$ cat src/adcsq_map.vh
// constants for the converter sequencing control block
`ifndef ADCSQ_MAP_VH
`define ADCSQ_MAP_VH
`define ADCSQ_SETTLE_DIV 2'h3
`define ADCSQ_SETTLE_RST 8'h40
`define ADCSQ_SETTLE_NS 16000
`define ADCSQ_CLK_MHZ 250
`define ADCSQ_RAW_W 10
`define ADCSQ_RES_W 16
`define ADCSQ_CONV_TMO 16'hFFFF
`endif

$ cat src/adcsq_sync3.v
// three-stage input synchroniser with agreement filter
`timescale 1ns/10ps
module adcsq_sync3 #(
   parameter W = 1
) (
   // clock and reset
   input wire i_clk,
   input wire i_rst,
   // data
   input wire [W-1:0] i_d,
   output reg [W-1:0] o_q
);
   reg [W-1:0] s1_ff;
   reg [W-1:0] s2_ff;
   reg [W-1:0] s3_ff;
   // first stage read only by second; value taken when stages two and three agree
   always @(posedge i_clk or posedge i_rst) begin
      if (i_rst) begin
         s1_ff <= {W{1'b0}};
         s2_ff <= {W{1'b0}};
         s3_ff <= {W{1'b0}};
         o_q <= {W{1'b0}};
      end else begin
         s1_ff <= i_d;
         s2_ff <= s1_ff;
         s3_ff <= s2_ff;
         if (s2_ff == s3_ff) begin
            o_q <= s3_ff;
         end
      end
   end
endmodule // adcsq_sync3

$ cat src/adcsq_top.v
// converter sequencing control: power-up, settle delay, manual conversion, results
`timescale 1ns/10ps
`include "adcsq_map.vh"
module adcsq_top #(
   parameter SETTLE_W = 8,
   parameter TMO_W = 16
) (
   // clock and reset
   input wire I_CLK_SYS,
   input wire I_SYS_RST,
   // software control, plain ports on the system clock instead of a bus
   input wire I_CONVERTER_POWER_ON,
   input wire [SETTLE_W-1:0] I_REGULATOR_SETTLE_COUNT,
   input wire I_CONVERSION_GO_WR,
   input wire I_DONE_FLAG_CLR,
   input wire I_IRQ_MASK,
   input wire I_DMA_ENABLE,
   input wire [2:0] I_CHANNEL_SELECT,
   input wire I_SINGLE_ENDED_SELECT,
   input wire [1:0] I_INPUT_ATTENUATION,
   input wire I_LEVEL_SHIFTER_ON,
   input wire [3:0] I_SHIFTER_COMMON_MODE,
   // analog core
   input wire I_CORE_DONE,
   input wire [`ADCSQ_RAW_W-1:0] I_CORE_DATA,
   output reg O_REGULATOR_EN,
   output reg O_CONVERTER_EN,
   output reg O_CORE_START,
   output reg [2:0] O_CHANNEL_SELECT,
   output reg O_SINGLE_ENDED_SELECT,
   output reg [1:0] O_INPUT_ATTENUATION,
   output reg O_LEVEL_SHIFTER_ON,
   output reg [3:0] O_SHIFTER_COMMON_MODE,
   // status toward software
   output reg O_CONVERSION_GO,
   output reg O_CONVERSION_DONE_FLAG,
   output reg O_READY,
   output reg O_TIMEOUT,
   output reg [`ADCSQ_RES_W-1:0] O_SAMPLE_RESULT,
   output reg O_IRQ,
   output reg O_DMA_REQ
);
   ////////////////////////////////////////////////////////////////////////////
   // states
   localparam ST_OFF = 2'b00;
   localparam ST_SETTLE = 2'b01;
   localparam ST_IDLE = 2'b10;
   localparam ST_CONV = 2'b11;

   reg [1:0] state_ff;
   reg [1:0] nxt_state;
   reg [1:0] div_ff;
   reg [1:0] nxt_div;
   reg [SETTLE_W-1:0] settle_ff;
   reg [SETTLE_W-1:0] nxt_settle;
   reg [TMO_W-1:0] tmo_ff;
   reg [TMO_W-1:0] nxt_tmo;
   reg nxt_go;
   reg nxt_flag;
   reg nxt_start;
   reg nxt_tout;
   reg [`ADCSQ_RES_W-1:0] nxt_result;
   wire core_done;
   wire [`ADCSQ_RAW_W-1:0] core_data;
   wire finish;

   ////////////////////////////////////////////////////////////////////////////
   // analog core runs on its own clock, so done and data are resynchronised
   adcsq_sync3 #(
      .W(`ADCSQ_RAW_W + 1)
   ) u_sync (
      .i_clk(I_CLK_SYS),
      .i_rst(I_SYS_RST),
      .i_d({I_CORE_DONE, I_CORE_DATA}),
      .o_q({core_done, core_data})
   );

   // completion seen only once the start strobe has dropped; timeout avoids lockup
   assign finish = (state_ff == ST_CONV) && !O_CORE_START
      && (core_done || tmo_ff == {TMO_W{1'b0}});

   ////////////////////////////////////////////////////////////////////////////
   // sequencer next state
   always @* begin
      nxt_state = state_ff;
      nxt_div = div_ff;
      nxt_settle = settle_ff;
      nxt_tmo = tmo_ff;
      nxt_go = O_CONVERSION_GO;
      nxt_start = 1'b0;
      nxt_tout = O_TIMEOUT;
      nxt_result = O_SAMPLE_RESULT;
      nxt_flag = O_CONVERSION_DONE_FLAG;
      if (I_DONE_FLAG_CLR) begin
         nxt_flag = 1'b0;
      end
      case (state_ff)
         ST_OFF: begin
            // regulator goes first, converter waits for the delay
            if (I_CONVERTER_POWER_ON) begin
               nxt_state = ST_SETTLE;
               nxt_div = 2'h0;
               nxt_settle = I_REGULATOR_SETTLE_COUNT;
            end
         end
         ST_SETTLE: begin
            // one count per four clocks
            nxt_div = div_ff + 2'h1;
            if (div_ff == `ADCSQ_SETTLE_DIV) begin
               if (settle_ff == {SETTLE_W{1'b0}}) begin
                  nxt_state = ST_IDLE;
               end else begin
                  nxt_settle = settle_ff - {{(SETTLE_W-1){1'b0}}, 1'b1};
               end
            end
         end
         ST_IDLE: begin
            // go accepted only when idle, so no second launch
            if (I_CONVERSION_GO_WR) begin
               nxt_state = ST_CONV;
               nxt_go = 1'b1;
               nxt_start = 1'b1;
               nxt_tout = 1'b0;
               nxt_tmo = `ADCSQ_CONV_TMO;
            end
         end
         ST_CONV: begin
            nxt_tmo = tmo_ff - {{(TMO_W-1){1'b0}}, 1'b1};
            if (finish) begin
               // go clears, flag sets, result left aligned
               nxt_state = ST_IDLE;
               nxt_go = 1'b0;
               nxt_flag = 1'b1; // set wins over a same-cycle clear
               nxt_tout = !core_done;
               nxt_result = {core_data, {(`ADCSQ_RES_W-`ADCSQ_RAW_W){1'b0}}};
            end
         end
         default: begin
            nxt_state = ST_OFF;
         end
      endcase
      // power-off aborts the sequence, go and start (flag, result and timeout keep their values) and rearms the full delay
      if (!I_CONVERTER_POWER_ON) begin
         nxt_state = ST_OFF;
         nxt_go = 1'b0;
         nxt_start = 1'b0;
         nxt_settle = {SETTLE_W{1'b0}};
         nxt_div = 2'h0;
      end
   end

   ////////////////////////////////////////////////////////////////////////////
   // sequencer registers and registered outputs
   always @(posedge I_CLK_SYS or posedge I_SYS_RST) begin
      if (I_SYS_RST) begin
         state_ff <= ST_OFF;
         div_ff <= 2'h0;
         settle_ff <= {SETTLE_W{1'b0}};
         tmo_ff <= {TMO_W{1'b0}};
         O_CONVERSION_GO <= 1'b0;
         O_CONVERSION_DONE_FLAG <= 1'b0;
         O_CORE_START <= 1'b0;
         O_TIMEOUT <= 1'b0;
         O_SAMPLE_RESULT <= {`ADCSQ_RES_W{1'b0}};
         O_REGULATOR_EN <= 1'b0;
         O_CONVERTER_EN <= 1'b0;
         O_READY <= 1'b0;
         O_IRQ <= 1'b0;
         O_DMA_REQ <= 1'b0;
      end else begin
         state_ff <= nxt_state;
         div_ff <= nxt_div;
         settle_ff <= nxt_settle;
         tmo_ff <= nxt_tmo;
         O_CONVERSION_GO <= nxt_go;
         O_CONVERSION_DONE_FLAG <= nxt_flag;
         O_CORE_START <= nxt_start;
         O_TIMEOUT <= nxt_tout;
         O_SAMPLE_RESULT <= nxt_result;
         O_REGULATOR_EN <= (nxt_state != ST_OFF);
         O_CONVERTER_EN <= nxt_state[1]; // idle or converting only
         O_READY <= (nxt_state == ST_IDLE);
         O_IRQ <= nxt_flag && I_IRQ_MASK;
         O_DMA_REQ <= (state_ff == ST_CONV) && finish && I_DMA_ENABLE; // pulse
      end
   end

   ////////////////////////////////////////////////////////////////////////////
   // analog settings registered toward the core
   always @(posedge I_CLK_SYS or posedge I_SYS_RST) begin
      if (I_SYS_RST) begin
         O_CHANNEL_SELECT <= 3'h0;
         O_SINGLE_ENDED_SELECT <= 1'b0;
         O_INPUT_ATTENUATION <= 2'h0;
         O_LEVEL_SHIFTER_ON <= 1'b0;
         O_SHIFTER_COMMON_MODE <= 4'h0;
      end else begin
         // settings frozen while converting so the sample is not disturbed
         if (state_ff != ST_CONV) begin
            O_CHANNEL_SELECT <= I_CHANNEL_SELECT;
            O_SINGLE_ENDED_SELECT <= I_SINGLE_ENDED_SELECT;
            O_INPUT_ATTENUATION <= I_INPUT_ATTENUATION;
            O_LEVEL_SHIFTER_ON <= I_LEVEL_SHIFTER_ON;
            O_SHIFTER_COMMON_MODE <= I_SHIFTER_COMMON_MODE;
         end
      end
   end
endmodule // adcsq_top

$ cat config.mk
export PLATFORM = sky130hd
export DESIGN_NAME = adcsq_top
export DESIGN_NICKNAME = d
export VERILOG_FILES = /design/src/adcsq_sync3.v /design/src/adcsq_top.v
export VERILOG_INCLUDE_DIRS = /design/src
export SDC_FILE = /design/constraint.sdc
export NUM_CORES = 1
export LEC_CHECK = 0
export ABC_AREA = 1
export ABC_CLOCK_PERIOD_IN_PS = 2000
export BUFFER_PORTS_ARGS = -buffer_cell sky130_fd_sc_hd__clkbuf_2
export CAP_MARGIN = 10
export CORE_UTILIZATION = 45
export DETAILED_ROUTE_END_ITERATION = 8
export GPL_TIMING_DRIVEN = 0
export PLACE_DENSITY = 0.7
export REMOVE_ABC_BUFFERS = 1
export SYNTH_ARGS = -nofsm -noshare
export SYNTH_HDL_FRONTEND = slang
export SYNTH_HIERARCHICAL = 1
export SYNTH_SLANG_ARGS = --single-unit
$ cat constraint.sdc
create_clock -name I_CLK_SYS -period 2 [get_ports I_CLK_SYS]
set_input_delay 0.4 -clock I_CLK_SYS [delete_from_list [all_inputs] [get_ports I_CLK_SYS]]
set_output_delay 0.4 -clock I_CLK_SYS [all_outputs]
set_load 0.01 [all_outputs]
==> results.tsv <==
metric	value	unit
status	finished clean	
final_nets	596	
rsz0062_at_grt	no	
synthCells	490	
final_common_cell	nand2_1	
max_stage_delay	520	ps
synthAdderAreaFrac	1.16	%
sw_frac_of_total	27.9	%
wl	7600	um
synth_top_family_by_area	simple AND/OR/NAND/NOR gates	
period_share	92.0	%
hold_path.class	input pin to flip-flop	
cp.arrival	2100	ps
power_frac_clock	32.0	%
rows	35	
antenna_left	0	
p_comb_share	10.3	%
slowest_stage	dfrtp_1	
drc	0	
cp_cell_sequence	nand2_2 -> inv_4 -> nand3_2 -> inv_2 -> nand2_2 -> nor2_4 -> nand2_2 -> o21ai_2 -> o21ai_2	
dp_hpwl	5460	um
ys_ff_latch	101	
ctsRootBufferMaster	clkbuf_8	
worst_slew_pin_slew	856	ps
synthSimpleGateAreaFrac	27.0	%
path_class	flip-flop to flip-flop	
fp.coreArea	9280	um2
via_per_inst	4.57	
drive_above_1_share	20.2	%
postCtsSetupRepairBufs	0	
vias	3149	
synth_area	4330	um2
async_flop_share	100	%
synth_warnings	6	
ios	73	
track_usage	16.6	%
setup_viol	0	
clock_sinks	101	
synth_compound_area_share	5.12	%
cp_common_cell	nand2_2	
grt_pass1_wl	13000	um
die_h	100	um
ctsLongestPathBuffers	2	
critPathBufInv	2	
finalInstanceArea	4950	um2
slew_violations	0	
ys.flop_type	dfrtp_1	
hold_viol_final	0	
antenna_found_initial	0	
cts_buffers	9	
start_util	46.6	%
placed_area	4730	um2
yosysUniqueCellTypes	35	
synthMuxAreaShare	0	%
drt_first_pass_iters	4	
layout_min_cycle_time	1840	ps
ys_seq_area_share	58.4	%
dp.cells	672	
synth_xor_area_share	1.21	%
maxCapViolCount	0	
yosys-top-cells-area	dfrtp_1 58%, nand2_1 16%, inv_1 3.6%, nand3_1 3.0%, nor2_1 2.9%	
synth_area_per_cell	8.83	um2
finalNonFillerCells	689	
clk_pin_slew	100	ps
antenna_cells	0	
htree_num_levels	3	
clkLatencyLatePin	360	ps
die_area	10000	um2
cts_tree	yes	
die_x	100	um
cp_top_family	simple AND/OR/NAND/NOR gates	
worst_ep_required_time	2260	ps
io_buffers	66	
synth-edff-count	0	
maxSlewHeadroom	42.9	%
first_global_vias	3008	
end_kind	flip-flop	
crit_path_max_fanout	22	
wl_per_cell	11.0	um
tns	0	ps
leakage	2.68	nW
p_sw	1.08	mW
power_density	783	nW/um2
gp_congestion	0.833	
area_growth	14.4	%
intPower	2.80	mW
cp-start-kind	flip-flop	
synth_top_cell_by_area	dfrtp_1	
dr.first_iter.drc_count	132	
power.share.sequential	57.7	%
grt_max_degree	45	
synth_top_area_share	58.4	%
fin_skew	8.59	ps
peakVddDrop	582	uV
fmax	544	MHz
layout_common_cells	180 x nand2_1, 101 x dfrtp_1, 66 x clkbuf_2	
overflow	0	
## cells in the mapped netlist (all sizes together), types with 2 or more instances
cell and instances:
nand2 186, dfrtp 101, inv 47, nor2 41, nand3 30, o21ai 29, buf 17, nand4 12
ha 4, xnor2 4, a21oi 3, clkbuf 2, or2 2, xor2 2
## area by class of cell
cell class              instances  area, um2
clock inverters                 7       68.8
multi-input cells             328       1530
inverters                      47        179
repair buffers                 68        360
fillers                       886       4330
well taps                     129        161
clock buffers                   9        124
flip-flops and latches        101       2530
## power by group through the flow
stage	registers, mW	clock network, mW	logic [mW]
finish	2.24	1.24	0.400
global route	2.26	1.37	0.469
CTS	2.24	1.30	0.407
detailed placement	2.28	0	0.403
global placement	2.27	0	0.387
floorplan	2.27	0	0.290
## per-stage QoR
stage | total power [mW] | hold slack, ps | utilization, % | worst slack, ps
after floorplan | 2.56 | 331 | - | 200
after global placement | 2.66 | 331 | 50.7 | -491
after detailed placement | 2.68 | 335 | 51.0 | -203
after CTS | 3.94 | 101 | 53.2 | 28.4
after global routing | 4.09 | 97.1 | 53.3 | 9.47
final | 3.88 | 130 | 53.3 | 161
## kinds of logic after synthesis
group | count (synthesis)
buf+inv | 66
other cells | 1
flops | 101
simple gates | 273
fa+ha+maj | 4
xor+xnor | 6
compound gates | 39
## routing by layer
metal	GRT usage, %	vias up	share of wire (%)
li1	-	1650	-
met1	19.5	1449	45
met2	29.3	46	51
met3	4.04	4	3.3
met4	6.13	0	0.70
met5	0	-	0
## repair_timing
action                                  CTS  global route
endpoints found under the setup margin   17            20
endpoints found under the hold margin    16             0
hold buffers                              1             0
cloned                                    0             0
resized for setup                         1             5
## final timing paths
kind	from	end	slack, ps	cells past startpoint
max	O_CONVERTER_EN	tmo_ff[14]	160	9
min	I_CORE_DATA[4]	u_sync/s1_ff[4]	130	1
max reg2reg	O_CONVERTER_EN	tmo_ff[14]	160	9
min reg2reg	u_sync/s1_ff[0]	u_sync/s2_ff[0]	360	0
max in group asynchronous	I_SYS_RST	u_sync/o_q[0]	690	3
min in group asynchronous	I_SYS_RST	O_CHANNEL_SELECT[1]	570	3
## flip-flops by register name, summed over array words and instances, names as in the netlist, 2 cells and up
| name | count |
|---|---|
| O_CHANNEL_SELECT | 3 |
| O_INPUT_ATTENUATION | 2 |
| O_SAMPLE_RESULT | 10 |
| O_SHIFTER_COMMON_MODE | 4 |
| div_ff | 2 |
| settle_ff | 8 |
| tmo_ff | 16 |
| u_sync/o_q | 11 |
| u_sync/s1_ff | 11 |
| u_sync/s2_ff | 11 |
| u_sync/s3_ff | 11 |
Power figures use the tool's default switching activity.
